$ cat src/stwrp_params.svh
// Command codes, field positions, reset values and timing counts of the register port
`ifndef STWRP_PARAMS_SVH
`define STWRP_PARAMS_SVH
`define STWRP_CMD_DIVIDER 8'h01
`define STWRP_CMD_ROUTING 8'h02
`define STWRP_CMD_TUNING 8'h08
`define STWRP_CMD_BUS_ID 8'h0d
`define STWRP_CMD_BAND 8'h0e
`define STWRP_CMD_RANGE 8'h37
`define STWRP_CMD_COMMIT 8'h3f
`define STWRP_WC_BIT 3
`define STWRP_RST_TUNING 10'h1f4
`define STWRP_RST_DIVIDER 10'h000
`define STWRP_RST_ROUTING 10'h060
`define STWRP_RST_BUS_ID 5'h00
// Arbitrary device type code
`define STWRP_DEV_TYPE 4'h5
`define STWRP_FACTORY_BAND 5'h10
`define STWRP_NV_WRITE_TIME_US 10000
`define STWRP_CLK_MHZ 20
`define STWRP_NV_WRITE_CYCLES (`STWRP_NV_WRITE_TIME_US * `STWRP_CLK_MHZ)
`endif

$ cat src/stwrp_pkg.sv
// Types shared by the two-wire register port and its nonvolatile store
package stwrp_pkg;
  typedef enum logic [3:0] {
    S_IDLE, S_ADDR, S_ADDR_ACK, S_CMD, S_CMD_ACK, S_WDATA, S_WDATA_ACK, S_RDATA, S_RDATA_ACK
  } stwrp_state_e;

  typedef struct packed {
    logic scl_s1;
    logic scl_s2;
    logic scl_d;
    logic sda_s1;
    logic sda_s2;
    logic sda_d;
    stwrp_state_e state;
    logic [3:0] bitcnt;
    logic [7:0] shreg;
    logic [7:0] hold;
    logic [7:0] cmd;
    logic [1:0] bytecnt;
    logic rw;
    logic nack;
    logic wrote;
    logic addr_wrote;
    logic commit_reg;
    logic commit_cmd;
    logic commit_addr;
    logic sda_oe;
    logic sda_out;
    logic [9:0] tuning;
    logic [4:0] band;
    logic [9:0] divider;
    logic [9:0] routing;
    logic [4:0] bus_id;
  } stwrp_core_s;

  typedef struct packed {
    logic busy;
    logic [17:0] count;
    logic [9:0] tuning;
    logic [4:0] band;
    logic [9:0] divider;
    logic [9:0] routing;
    logic [4:0] bus_id;
  } stwrp_nv_s;
endpackage

$ cat src/stwrp_nv_store.sv
// Nonvolatile image of the registers with its write-cycle busy timer
`timescale 1ns/1ps
`default_nettype none
`include "stwrp_params.svh"
module stwrp_nv_store import stwrp_pkg::*; #(
  parameter int NV_WRITE_CYCLES = `STWRP_NV_WRITE_CYCLES,
  parameter logic [4:0] FACTORY_BAND = `STWRP_FACTORY_BAND
) (
  input wire logic clk,
  input wire logic rst,
  input wire logic commit_reg,
  input wire logic commit_cmd,
  input wire logic commit_addr,
  input wire logic [9:0] tuning,
  input wire logic [4:0] band,
  input wire logic [9:0] divider,
  input wire logic [9:0] routing,
  input wire logic [4:0] bus_id,
  output logic busy,
  output logic [9:0] nv_tuning,
  output logic [4:0] nv_band,
  output logic [9:0] nv_divider,
  output logic [9:0] nv_routing,
  output logic [4:0] nv_bus_id
);
  stwrp_nv_s st;
  stwrp_nv_s next_st;

  always_comb begin
    next_st = st;
    if (st.busy) begin
      next_st.count = st.count + 18'h1;
      if (st.count == 18'(NV_WRITE_CYCLES - 1)) begin
        next_st.busy = 1'b0;
      end
    end
    if (commit_reg) begin
      next_st.tuning = tuning;
      next_st.band = band;
      next_st.divider = divider;
      next_st.routing = routing;
    end
    // commit command copies divider and routing only
    if (commit_cmd) begin
      next_st.divider = divider;
      next_st.routing = routing;
    end
    if (commit_addr) begin
      next_st.bus_id = bus_id;
    end
    if (commit_reg || commit_cmd || commit_addr) begin
      next_st.busy = 1'b1;
      next_st.count = 18'h0;
    end
  end

  always_ff @(posedge clk or posedge rst) begin
    if (rst) begin
      st <= '{busy: 1'b0, count: 18'h0, tuning: `STWRP_RST_TUNING, band: FACTORY_BAND,
              divider: `STWRP_RST_DIVIDER, routing: `STWRP_RST_ROUTING,
              bus_id: `STWRP_RST_BUS_ID};
    end else begin
      st <= next_st;
    end
  end

  assign busy = st.busy;
  assign nv_tuning = st.tuning;
  assign nv_band = st.band;
  assign nv_divider = st.divider;
  assign nv_routing = st.routing;
  assign nv_bus_id = st.bus_id;
endmodule
`default_nettype wire

$ cat src/stwrp_port.sv
// Two-wire slave register port of the oscillator with nonvolatile commit policy
// Behaviour
// - Three low address-byte bits select the bus address; reset value zero.
// - With commit_on_command clear, every register write commits to nonvolatile store.
// - With commit_on_command set, command 3Fh alone commits divider and routing words.
// - Writing the address byte always commits it, whatever commit_on_command holds.
// - Command 37h reads the range register, two bytes, band value in top bits.
// - Write is address with direction 0, command byte, data; address and command acknowledged.
// - Command 08h: tuning code, eight high bits, then two low bits on top.
// - Command 0Eh: offset in five low bits; upper three read as ones.
// - Command 01h: divider word, high byte first, two low bits on top.
// - Command 02h: routing word, high byte first, two low bits on top.
// - Command 0Dh: five-bit address byte; upper three bits ignored, read zero.
// - START is SDA falling with SCL high; STOP is SDA rising with SCL high.
// - Transmitter changes SDA only while SCL low; stable while SCL high.
// - Eight-bit bytes, each acknowledged in a ninth bit; byte count unlimited.
// - Works at both 100 kHz and 400 kHz bus rates.
// - Acknowledger holds SDA low through the high phase of the ninth clock.
// - While the nonvolatile write runs, the address byte is not acknowledged.
// - Master NACKs the last read byte; device then releases SDA.
// - Transfer ends with STOP or repeated START; repeated START begins next transfer.
// - Address recognised after direction bit; direction 1 makes device transmit.
// - Acknowledge address only when type code and three select bits match.
// - After new select bits are written, respond only to the new address.
`timescale 1ns/1ps
`default_nettype none
`include "stwrp_params.svh"
module stwrp_port import stwrp_pkg::*; #(
  parameter int NV_WRITE_CYCLES = `STWRP_NV_WRITE_CYCLES,
  parameter logic [4:0] FACTORY_BAND = `STWRP_FACTORY_BAND
) (
  input wire logic clk,
  input wire logic rst,
  input wire logic scl_in,
  input wire logic sda_in,
  output logic sda_out,
  output logic sda_oe,
  output logic [9:0] tuning_code,
  output logic [4:0] band_offset,
  output logic [9:0] divider_word,
  output logic [9:0] output_routing_word,
  output logic [4:0] bus_id,
  output logic nv_busy,
  output logic [9:0] nv_tuning,
  output logic [4:0] nv_band,
  output logic [9:0] nv_divider,
  output logic [9:0] nv_routing,
  output logic [4:0] nv_bus_id
);
  stwrp_core_s st;
  stwrp_core_s next_st;
  logic busy;
  logic scl_rise;
  logic scl_fall;
  logic start_det;
  logic stop_det;
  logic commit_on_command;
  logic [7:0] rd_first;
  logic [7:0] rd_next;

  // Byte the device sends for a command at a given byte index
  function automatic logic [7:0] rd_byte(input logic [7:0] cmd, input logic [1:0] idx,
                                         input stwrp_core_s s);
    logic [9:0] word;
    word = 10'h000;
    rd_byte = 8'hff;
    unique case (cmd)
      `STWRP_CMD_TUNING: word = s.tuning;
      `STWRP_CMD_DIVIDER: word = s.divider;
      `STWRP_CMD_ROUTING: word = s.routing;
      default: word = 10'h000;
    endcase
    case (cmd)
      // tuning, divider or routing word: high byte then low bits
      `STWRP_CMD_TUNING, `STWRP_CMD_DIVIDER, `STWRP_CMD_ROUTING: begin
        if (idx == 2'd0) begin
          rd_byte = word[9:2];
        end else begin
          rd_byte = {word[1:0], 6'h00};
        end
      end
      // upper offset bits read as ones
      `STWRP_CMD_BAND: rd_byte = {3'b111, s.band};
      // upper address bits read as zero
      `STWRP_CMD_BUS_ID: rd_byte = {3'b000, s.bus_id};
      // band value in the top five bits of the first byte
      `STWRP_CMD_RANGE: begin
        if (idx == 2'd0) begin
          rd_byte = {FACTORY_BAND, 3'b000};
        end else begin
          rd_byte = 8'h00;
        end
      end
      default: rd_byte = 8'hff;
    endcase
  endfunction

  // two-flop sampling leaves over ten clocks of margin in a fast-mode high phase
  assign scl_rise = st.scl_s2 & ~st.scl_d;
  assign scl_fall = ~st.scl_s2 & st.scl_d;
  // bus conditions from SDA edges while SCL stays high
  assign start_det = st.scl_s2 & st.scl_d & st.sda_d & ~st.sda_s2;
  assign stop_det = st.scl_s2 & st.scl_d & ~st.sda_d & st.sda_s2;
  assign commit_on_command = st.bus_id[`STWRP_WC_BIT];
  assign rd_first = rd_byte(st.cmd, 2'd0, st);
  assign rd_next = rd_byte(st.cmd, st.bytecnt, st);

  always_comb begin
    next_st = st;
    next_st.scl_s1 = scl_in;
    next_st.scl_s2 = st.scl_s1;
    next_st.scl_d = st.scl_s2;
    next_st.sda_s1 = sda_in;
    next_st.sda_s2 = st.sda_s1;
    next_st.sda_d = st.sda_s2;
    next_st.sda_out = 1'b0;
    next_st.commit_reg = 1'b0;
    next_st.commit_cmd = 1'b0;
    next_st.commit_addr = 1'b0;
    // STOP or repeated START both close a transfer
    if (start_det || stop_det) begin
      // automatic commit once the write command is complete
      if (st.wrote && !commit_on_command) begin
        next_st.commit_reg = 1'b1;
      end
      // address byte committed regardless of the control bit
      if (st.addr_wrote) begin
        next_st.commit_addr = 1'b1;
      end
      next_st.wrote = 1'b0;
      next_st.addr_wrote = 1'b0;
      next_st.sda_oe = 1'b0;
      next_st.bitcnt = 4'h0;
      next_st.state = start_det ? S_ADDR : S_IDLE;
    end else begin
      unique case (st.state)
        S_IDLE: begin
          next_st.sda_oe = 1'b0;
        end
        // eight bits shifted in on rising SCL, acknowledged in the ninth
        S_ADDR, S_CMD, S_WDATA: begin
          if (scl_rise && st.bitcnt != 4'h8) begin
            next_st.shreg = {st.shreg[6:0], st.sda_s2};
            next_st.bitcnt = st.bitcnt + 4'h1;
          end else if (scl_fall && st.bitcnt == 4'h8) begin
            next_st.bitcnt = 4'h0;
            // pull SDA low for the whole ninth pulse
            next_st.sda_oe = 1'b1;
            unique case (st.state)
              S_ADDR: begin
                // type code and select bits must both match
                // compared against the live address byte
                // refuse while the store is busy
                if (st.shreg[7:1] == {`STWRP_DEV_TYPE, st.bus_id[2:0]} && !busy) begin
                  next_st.rw = st.shreg[0];
                  next_st.state = S_ADDR_ACK;
                end else begin
                  next_st.sda_oe = 1'b0;
                  next_st.state = S_IDLE;
                end
              end
              S_CMD: begin
                next_st.cmd = st.shreg;
                next_st.bytecnt = 2'd0;
                next_st.state = S_CMD_ACK;
                if (st.shreg == `STWRP_CMD_COMMIT && commit_on_command) begin
                  next_st.commit_cmd = 1'b1;
                end
              end
              default: begin
                next_st.state = S_WDATA_ACK;
                if (st.bytecnt != 2'd3) begin
                  next_st.bytecnt = st.bytecnt + 2'd1;
                end
                if (st.bytecnt == 2'd0) begin
                  next_st.hold = st.shreg;
                end
                case (st.cmd)
                  // tuning code taken on its second byte
                  `STWRP_CMD_TUNING: begin
                    if (st.bytecnt == 2'd1) begin
                      next_st.tuning = {st.hold, st.shreg[7:6]};
                      next_st.wrote = 1'b1;
                    end
                  end
                  // divider word taken on its second byte
                  `STWRP_CMD_DIVIDER: begin
                    if (st.bytecnt == 2'd1) begin
                      next_st.divider = {st.hold, st.shreg[7:6]};
                      next_st.wrote = 1'b1;
                    end
                  end
                  // routing word taken on its second byte
                  `STWRP_CMD_ROUTING: begin
                    if (st.bytecnt == 2'd1) begin
                      next_st.routing = {st.hold, st.shreg[7:6]};
                      next_st.wrote = 1'b1;
                    end
                  end
                  // only the five low bits are kept
                  `STWRP_CMD_BAND: begin
                    if (st.bytecnt == 2'd0) begin
                      next_st.band = st.shreg[4:0];
                      next_st.wrote = 1'b1;
                    end
                  end
                  // upper three bits of the byte dropped
                  // select bits land in the low three positions
                  `STWRP_CMD_BUS_ID: begin
                    if (st.bytecnt == 2'd0) begin
                      next_st.bus_id = st.shreg[4:0];
                      next_st.wrote = 1'b1;
                      next_st.addr_wrote = 1'b1;
                    end
                  end
                  // unknown or read-only command, data acknowledged then dropped
                  default: begin
                    next_st.wrote = st.wrote;
                  end
                endcase
              end
            endcase
          end
        end
        // direction bit decides between transmit and command reception
        S_ADDR_ACK: begin
          if (scl_fall) begin
            if (st.rw) begin
              next_st.sda_oe = ~rd_first[7];
              next_st.shreg = {rd_first[6:0], 1'b0};
              next_st.bytecnt = 2'd1;
              next_st.bitcnt = 4'h1;
              next_st.state = S_RDATA;
            end else begin
              next_st.sda_oe = 1'b0;
              next_st.state = S_CMD;
            end
          end
        end
        // command and data acknowledged, then released for the next byte
        S_CMD_ACK, S_WDATA_ACK: begin
          if (scl_fall) begin
            next_st.sda_oe = 1'b0;
            next_st.state = S_WDATA;
          end
        end
        // data bits change only on a falling SCL
        S_RDATA: begin
          if (scl_fall) begin
            if (st.bitcnt == 4'h8) begin
              next_st.sda_oe = 1'b0;
              next_st.state = S_RDATA_ACK;
            end else begin
              next_st.sda_oe = ~st.shreg[7];
              next_st.shreg = {st.shreg[6:0], 1'b0};
              next_st.bitcnt = st.bitcnt + 4'h1;
            end
          end
        end
        S_RDATA_ACK: begin
          if (scl_rise) begin
            next_st.nack = st.sda_s2;
          end else if (scl_fall) begin
            // released SDA after the master's NACK
            if (st.nack) begin
              next_st.state = S_IDLE;
            end else begin
              next_st.sda_oe = ~rd_next[7];
              next_st.shreg = {rd_next[6:0], 1'b0};
              next_st.bitcnt = 4'h1;
              if (st.bytecnt != 2'd3) begin
                next_st.bytecnt = st.bytecnt + 2'd1;
              end
              next_st.state = S_RDATA;
            end
          end
        end
      endcase
    end
  end

  // Pins idle high so the synchronisers start from a released bus
  always_ff @(posedge clk or posedge rst) begin
    if (rst) begin
      st <= '{scl_s1: 1'b1, scl_s2: 1'b1, scl_d: 1'b1, sda_s1: 1'b1, sda_s2: 1'b1,
              sda_d: 1'b1, state: S_IDLE, bitcnt: 4'h0, shreg: 8'h00, hold: 8'h00,
              cmd: 8'h00, bytecnt: 2'd0, rw: 1'b0, nack: 1'b0, wrote: 1'b0,
              addr_wrote: 1'b0, commit_reg: 1'b0, commit_cmd: 1'b0, commit_addr: 1'b0,
              sda_oe: 1'b0, sda_out: 1'b0, tuning: `STWRP_RST_TUNING, band: FACTORY_BAND,
              divider: `STWRP_RST_DIVIDER, routing: `STWRP_RST_ROUTING,
              bus_id: `STWRP_RST_BUS_ID};
    end else begin
      st <= next_st;
    end
  end

  stwrp_nv_store #(
    .NV_WRITE_CYCLES(NV_WRITE_CYCLES),
    .FACTORY_BAND(FACTORY_BAND)
  ) u_nv (
    .clk(clk),
    .rst(rst),
    .commit_reg(st.commit_reg),
    .commit_cmd(st.commit_cmd),
    .commit_addr(st.commit_addr),
    .tuning(st.tuning),
    .band(st.band),
    .divider(st.divider),
    .routing(st.routing),
    .bus_id(st.bus_id),
    .busy(busy),
    .nv_tuning(nv_tuning),
    .nv_band(nv_band),
    .nv_divider(nv_divider),
    .nv_routing(nv_routing),
    .nv_bus_id(nv_bus_id)
  );

  assign sda_out = st.sda_out;
  assign sda_oe = st.sda_oe;
  assign tuning_code = st.tuning;
  assign band_offset = st.band;
  assign divider_word = st.divider;
  assign output_routing_word = st.routing;
  assign bus_id = st.bus_id;
  assign nv_busy = busy;
endmodule
`default_nettype wire

$ cat config.mk
export PLATFORM = sky130hd
export DESIGN_NAME = stwrp_port
export DESIGN_NICKNAME = d
export VERILOG_FILES = /design/src/stwrp_pkg.sv /design/src/stwrp_nv_store.sv /design/src/stwrp_port.sv
export VERILOG_INCLUDE_DIRS = /design/src
export SDC_FILE = /design/constraint.sdc
export NUM_CORES = 1
export LEC_CHECK = 0
export ABC_AREA = 1
export BUFFER_PORTS_ARGS = -buffer_cell sky130_fd_sc_hd__buf_2
export CORE_MARGIN = 1.5
export CORE_UTILIZATION = 41
export DETAILED_ROUTE_END_ITERATION = 12
export GPL_ROUTABILITY_DRIVEN = 0
export MAX_ROUTING_LAYER = met4
export PLACE_DENSITY = 0.73
export SLEW_MARGIN = 20
export SYNTH_ARGS = -nofsm -noshare
export SYNTH_HDL_FRONTEND = slang
export SYNTH_HIERARCHICAL = 1
export SYNTH_SLANG_ARGS = --single-unit
export TNS_END_PERCENT = 5
$ cat constraint.sdc
create_clock -name clk -period 2.4 [get_ports clk]
set_clock_uncertainty 0.2 [all_clocks]
set_input_delay 0.12 -clock clk [delete_from_list [all_inputs] [get_ports clk]]
set_output_delay 0.12 -clock clk [all_outputs]
set_load 0.1 [all_outputs]
# Yosys cells after proc, flatten, opt, wreduce, memory -nomap -nowiden
# Cells that the tools add are included.
[totals]
wordCells = 221
out_inout_bits = 83
regBits = 147
input_bits = 4
[op_classes]
n_mux = 77
addsub = 3
eq_ne = 49
n_reduce_logical = 43
bitwise_logic = 17
[op_table]
columns = ["op", "n"]
rows = [
  ["$mux W16", 4],
  ["$pmux W8 S4", 2],
  ["$pmux W12 S4", 1],
  ["$mux W20", 2],
  ["$mux W8", 5],
  ["$ne A3 B3 Y1 const B", 13],
  ["$mux W19", 2],
  ["$mux W12", 3],
  ["$reduce_and A7 Y1", 5],
  ["$mux W1", 30],
  ["$pmux W10 S3", 1],
  ["$mux W2", 13],
  ["$ne A2 B2 Y1 const B", 13],
  ["$eq A8 B4 Y1 const B", 3],
  ["$pmux W4 S5", 1],
  ["$reduce_and A10 Y1", 2],
  ["$add A18 B1 Y18 const B", 1],
  ["$eq A18 B18 Y1 const B", 1],
  ["$reduce_and A6 Y1", 3],
  ["$reduce_and A9 Y1", 2],
  ["$eq A4 B3 Y1 const B", 4],
  ["$eq A8 B6 Y1 const B", 2],
  ["$mux W4", 4],
  ["$reduce_and A8 Y1", 2],
  ["other kinds (34)", 70],
]

# Depth between registers and ports, before layout
[depth]
depth_word = 10
mapped_depth = 13
mapped_depth_nobuf = 13

# Hierarchy
# The synthesis kept the hierarchy.
[by_module_without_submodules]
columns = ["module", "n_inst", "seq_area_each_um2", "cells_each", "area_per_inst_um2"]
rows = [
  ["stwrp_port", 1, 2220.9, 630, 4830.9],
  ["stwrp_nv_store", 1, 1487.7, 317, 2926.6],
]

# Least setup slack after synthesis
# OpenSTA, ideal clock, no wires.
[synth_timing]
kind = "reg2reg"
from = "register u_nv.st (netlist bit u_nv/busy)"
to = "register u_nv/st[56] (netlist bit)"
arrival_time_ps = 1759
synth_period_minus_slack_ps = 2073
required_time_ps = 2086
setup_slack_ps = 327
stages_incl_launch_ff = 8
path_cell_list = "dfrtp_1 -> inv_1 -> nor2_4 -> nand2_2 -> nor2_4 -> nand3b_1 -> nand2_1 -> nor2_2"
[synth_via]
elab_chain_cells = 1
[synth_rtl]
columns = ["item", "line", "source"]
rows = [
  ["from (decl)", "stwrp_nv_store.sv:26", "stwrp_nv_s st;"],
  ["from (signal assigned)", "stwrp_nv_store.sv:59", "st <= '{busy: 1'b0, count: 18'h0, tuning: `STWRP_RST_TUNING, band: FACTORY_BAND,"],
  ["from (signal assigned)", "stwrp_nv_store.sv:63", "st <= next_st;"],
  ["$reduce_bool A2 Y1 (no source line)", "-", ""],
]
# Every way passes these cells.
# A chain may end at the register's enable or synchronous reset.

# Worst setup path in the final report
[layout_timing]
from = "register st[54] (netlist bit)"
to = "register st[69] (netlist bit)"
[layout_via]
elab_chain_cells = 8
word_cells_on_any_way = 17
[layout_rtl]
columns = ["item", "line", "source"]
rows = [
  ["from (decl)", "stwrp_port.sv:50", "stwrp_core_s st;"],
  ["from (signal assigned)", "stwrp_port.sv:285", "st <= '{scl_s1: 1'b1, scl_s2: 1'b1, scl_d: 1'b1, sda_s1: 1'b1, sda_s2: 1'b1,"],
  ["from (signal assigned)", "stwrp_port.sv:293", "st <= next_st;"],
  ["$eq A8 B2 Y1, or another cell as far along", "stwrp_port.sv:67, stwrp_port.sv:73", ""],
  ["$pmux W10 S3", "stwrp_port.sv:67", "unique case (cmd)"],
  ["$mux W8", "stwrp_port.sv:76", "if (idx == 2'd0) begin"],
  ["$pmux W8 S4", "stwrp_port.sv:73", "case (cmd)"],
  ["$mux W12", "stwrp_port.sv:265", "if (st.nack) begin"],
  ["$mux W16", "stwrp_port.sv:263", "end else if (scl_fall) begin"],
  ["$mux W16", "stwrp_port.sv:261", "if (scl_rise) begin"],
  ["$pmux W12 S4 (*)", "stwrp_port.sv:136", "unique case (st.state)"],
]
# Every way passes the cells marked *; elsewhere a longest branch is shown, timed or not. The select of a mux whose other input is x is not followed.

==> flow_metrics.py <==
metrics = {
    "layout": {
        "layout-drive-gt1-share": 0.236,
        "areaGrowthSynthToFinish_pct": 10.8,
        "fillers": 1800,
        "final_nets": 978,
        "final_core_util": 0.461,
        "final_cells": 1218,
        "diodes": 0,
    },
    "pwr": {
        "swShare": 0.373,
        "seq_power_share": 0.375,
        "combPwrFrac": 0.284,
        "p_leak_nw": 4.47,
        "p_sw_mw": 2.98,
        "ir_drop_mv": 0.605,
        "internal-power_mw": 5.01,
        "p_clk_frac": 0.342,
        "power_density_nw_per_um2": 930,
        "totalPowerFinal_mw": 7.99,
    },
    "timing": {
        "slew_viol_final": 0,
        "setup_tns_ps": 0,
        "period_needed_ps": 2150,
        "final-hold-violation-count": 0,
        "slew_headroom": 0.494,
        "worstMarginPinSlew_ps": 758,
        "setup_viol": 0,
        "grt_setup_unrepaired": "false",
        "timing.hold.ws_ps": 136,
        "fmax_ghz": 0.465,
        "fin_crit_sh": 0.895,
    },
    "synthesis": {
        "netlist_top_cells_count": "nand2_1 (280), dfrtp_1 (123), inv_1 (92)",
        "yosysWarningCount": 6,
        "avgSynthCellArea_um2": 8.19,
        "ys_types": 39,
        "async_reset_ff_frac": 1.00,
        "ys.flop_type": "dfrtp_1",
        "synth_area_leader_cell": "dfrtp_1",
        "seq_area_frac_synth": 0.478,
        "yosysTopAreaCellShare": 0.397,
        "synth_seq_cells": 147,
        "yosys-top-cells-area": "dfrtp_1 (40%), nand2_1 (14%), dfstp_2 (8.1%), buf_4 (7.9%), o21ai_0 (4.9%)",
        "netlist_area_um2": 7760,
        "synth_edf_count": 0,
        "yosysMostFrequentCell": "nand2_1",
        "synthCells": 947,
        "syn_nets": 954,
    },
    "drt": {
        "route.detailed.drc": 0,
        "wl_um": 17700,
        "post_drt_via_cell_ratio": 4.92,
        "avgRoutedWirePerCell_um": 14.5,
        "dr.pass1.iters": 4,
        "ant_nets": 0,
        "vias": 5994,
        "first_iter_violations": 410,
    },
    "floorplan": {
        "die_h_um": 141,
        "die_area_um2": 19800,
        "row_count": 50,
        "ioPinCount": 87,
        "core_um2": 18600,
        "start_util": 0.416,
        "die_w_um": 141,
    },
    "worst_setup_path": {
        "endpoint_kind": "flop",
        "critical_path_required_ps": 2510,
        "worstSetupStartpointType": "flop",
        "critPathMaxFanout": 5,
        "critPathKind": "reg -> reg",
        "worstPathArrival_ps": 2260,
    },
    "worst_hold_path": {
        "hp-class": "in -> reg",
    },
    "clock_network": {
        "htreeDepth": 4,
        "cts_sinks": 147,
        "cts_buffers": 17,
        "clk_latency_ps": 420,
        "ctsRootBufferMaster": "clkbuf_16",
        "clkSlewWorstSetupHoldPaths_ps": 70,
        "cts_tree": "yes",
        "clockBufferDepth": 2,
    },
    "grt": {
        "grt_antenna_before_repair": 0,
        "grt_max_degree": 60,
        "grt_overflow": 0,
        "grt_usage": 0.195,
        "grt_pass1_wl_um": 29400,
        "grt_pass1_vias": 5674,
    },
    "placed_design": {
        "port_buffers": 85,
        "dp_hpwl_um": 13000,
        "place_inst": 1181,
    },
    "run_status": {
        "outcome": "finished, final reports clean",
    },
    "flow_run": {
        "max-cap-violations": 0,
    },
}
[what timing repair did]
action | CTS | global route
resized for setup | 0 | 2
hold buffers | 3 | 0
endpoints found under the setup margin | 0 | 7
endpoints found under the hold margin | 77 | 0
buffers inserted | 0 | 2
[kinds of logic after synthesis]
logic type	count (synthesis)	share of synthesized area
compound gates	125	0.0884
simple gates	444	0.251
fa+ha+maj	3	0.00484
other cells	1	0.000483
buf+inv	203	0.144
mux	21	0.0303
xor+xnor	3	0.00339
flops	147	0.478
[worst paths after layout]
kind | start | endpoint | slack (ps) | cells past startpoint
worst max register to register | st[54]$_DFFE_PP0P_ | st[69]$_DFFE_PP0P_ | 250 | 12
worst max-delay path | st[54]$_DFFE_PP0P_ | st[69]$_DFFE_PP0P_ | 250 | 12
min in group asynchronous | rst | st[58]$_DFFE_PP0P_ | 160 | 3
worst min-delay path | sda_in | next_st[84]$_DFF_PP1_ | 140 | 2
max in group asynchronous | rst | tuning_code[7]$_DFFE_PP1P_ | 1200 | 4
worst min register to register | next_st[87]$_DFF_PP1_ | next_st[86]$_DFF_PP1_ | 160 | 0
[routing by layer]
metal,track usage,part of all wire
met5,-,0
met4,0.0570,0.016
met3,0.0458,0.059
met2,0.306,0.47
met1,0.252,0.45
[area by class of cell]
class | count | area [um^2] | area share
Sequential cell | 147 | 3710 | 0.432
Multi-Input combinational cell | 597 | 2940 | 0.342
Timing Repair Buffer | 110 | 658 | 0.0766
Clock buffer | 17 | 425 | 0.0495
Inverter | 98 | 374 | 0.0435
Tap cell | 234 | 293 | 0.0341
Clock inverter | 15 | 191 | 0.0223
[through the flow]
stage	area, um^2	setup slack (ps)
2_1_floorplan	7760	327
3_3_place_gp	7910	254
3_5_place_dp	7910	191
4_1_cts	8560	172
5_1_grt	8590	26.6
6_report	8590	251
[worst max-delay path, cell delays in order (launching register included)]
cell     delay [ps]
dfrtp_1         430
inv_1           120
nand2_1          90
nor2_1          260
nand2_1         130
nand3_1         190
nor2_1          110
nand2_1         180
nand3_1         100
nand2_1          70
nand2_1          50
nand2_1          70
nand2_1          50
[flip-flops by register name, summed over array words and instances, names as in the netlist, 10 cells and up]
| signal | count |
|---|---|
| divider_word | 10 |
| output_routing_word | 10 |
| st | 43 |
| tuning_code | 10 |
| u_nv/nv_divider | 10 |
| u_nv/nv_routing | 10 |
| u_nv/nv_tuning | 10 |
| u_nv/st | 18 |
[power by group through the flow]
stage	Combinational (mW)	Sequential, mW	Clock (mW)
2_1_floorplan	1.65	2.97	0
3_3_place_gp	2.20	3.02	0
4_1_cts	2.24	2.98	2.80
6_report	2.27	2.99	2.73
5_1_grt	2.56	3.03	2.92
3_5_place_dp	2.22	3.03	0
[cells in the final DEF (no fill, tap or decap), types with 4 or more instances in the layout]
cell       count
nor2_2        10
clkbuf_16     17
nand4_1        8
nor3_1         9
nand2_1      279
o211ai_1       7
nor2_4         7
dfrtp_1      123
dfstp_2       24
o21ai_1        4
inv_1         90
inv_2          6
nand2_2        9
buf_2         85
a21oi_1       28
nand3_2        7
nand3_1       43
inv_6          5
mux2_2        20
o21ai_0       76
nor2_1        64
buf_4         19
(Power assumes the default switching activity.)
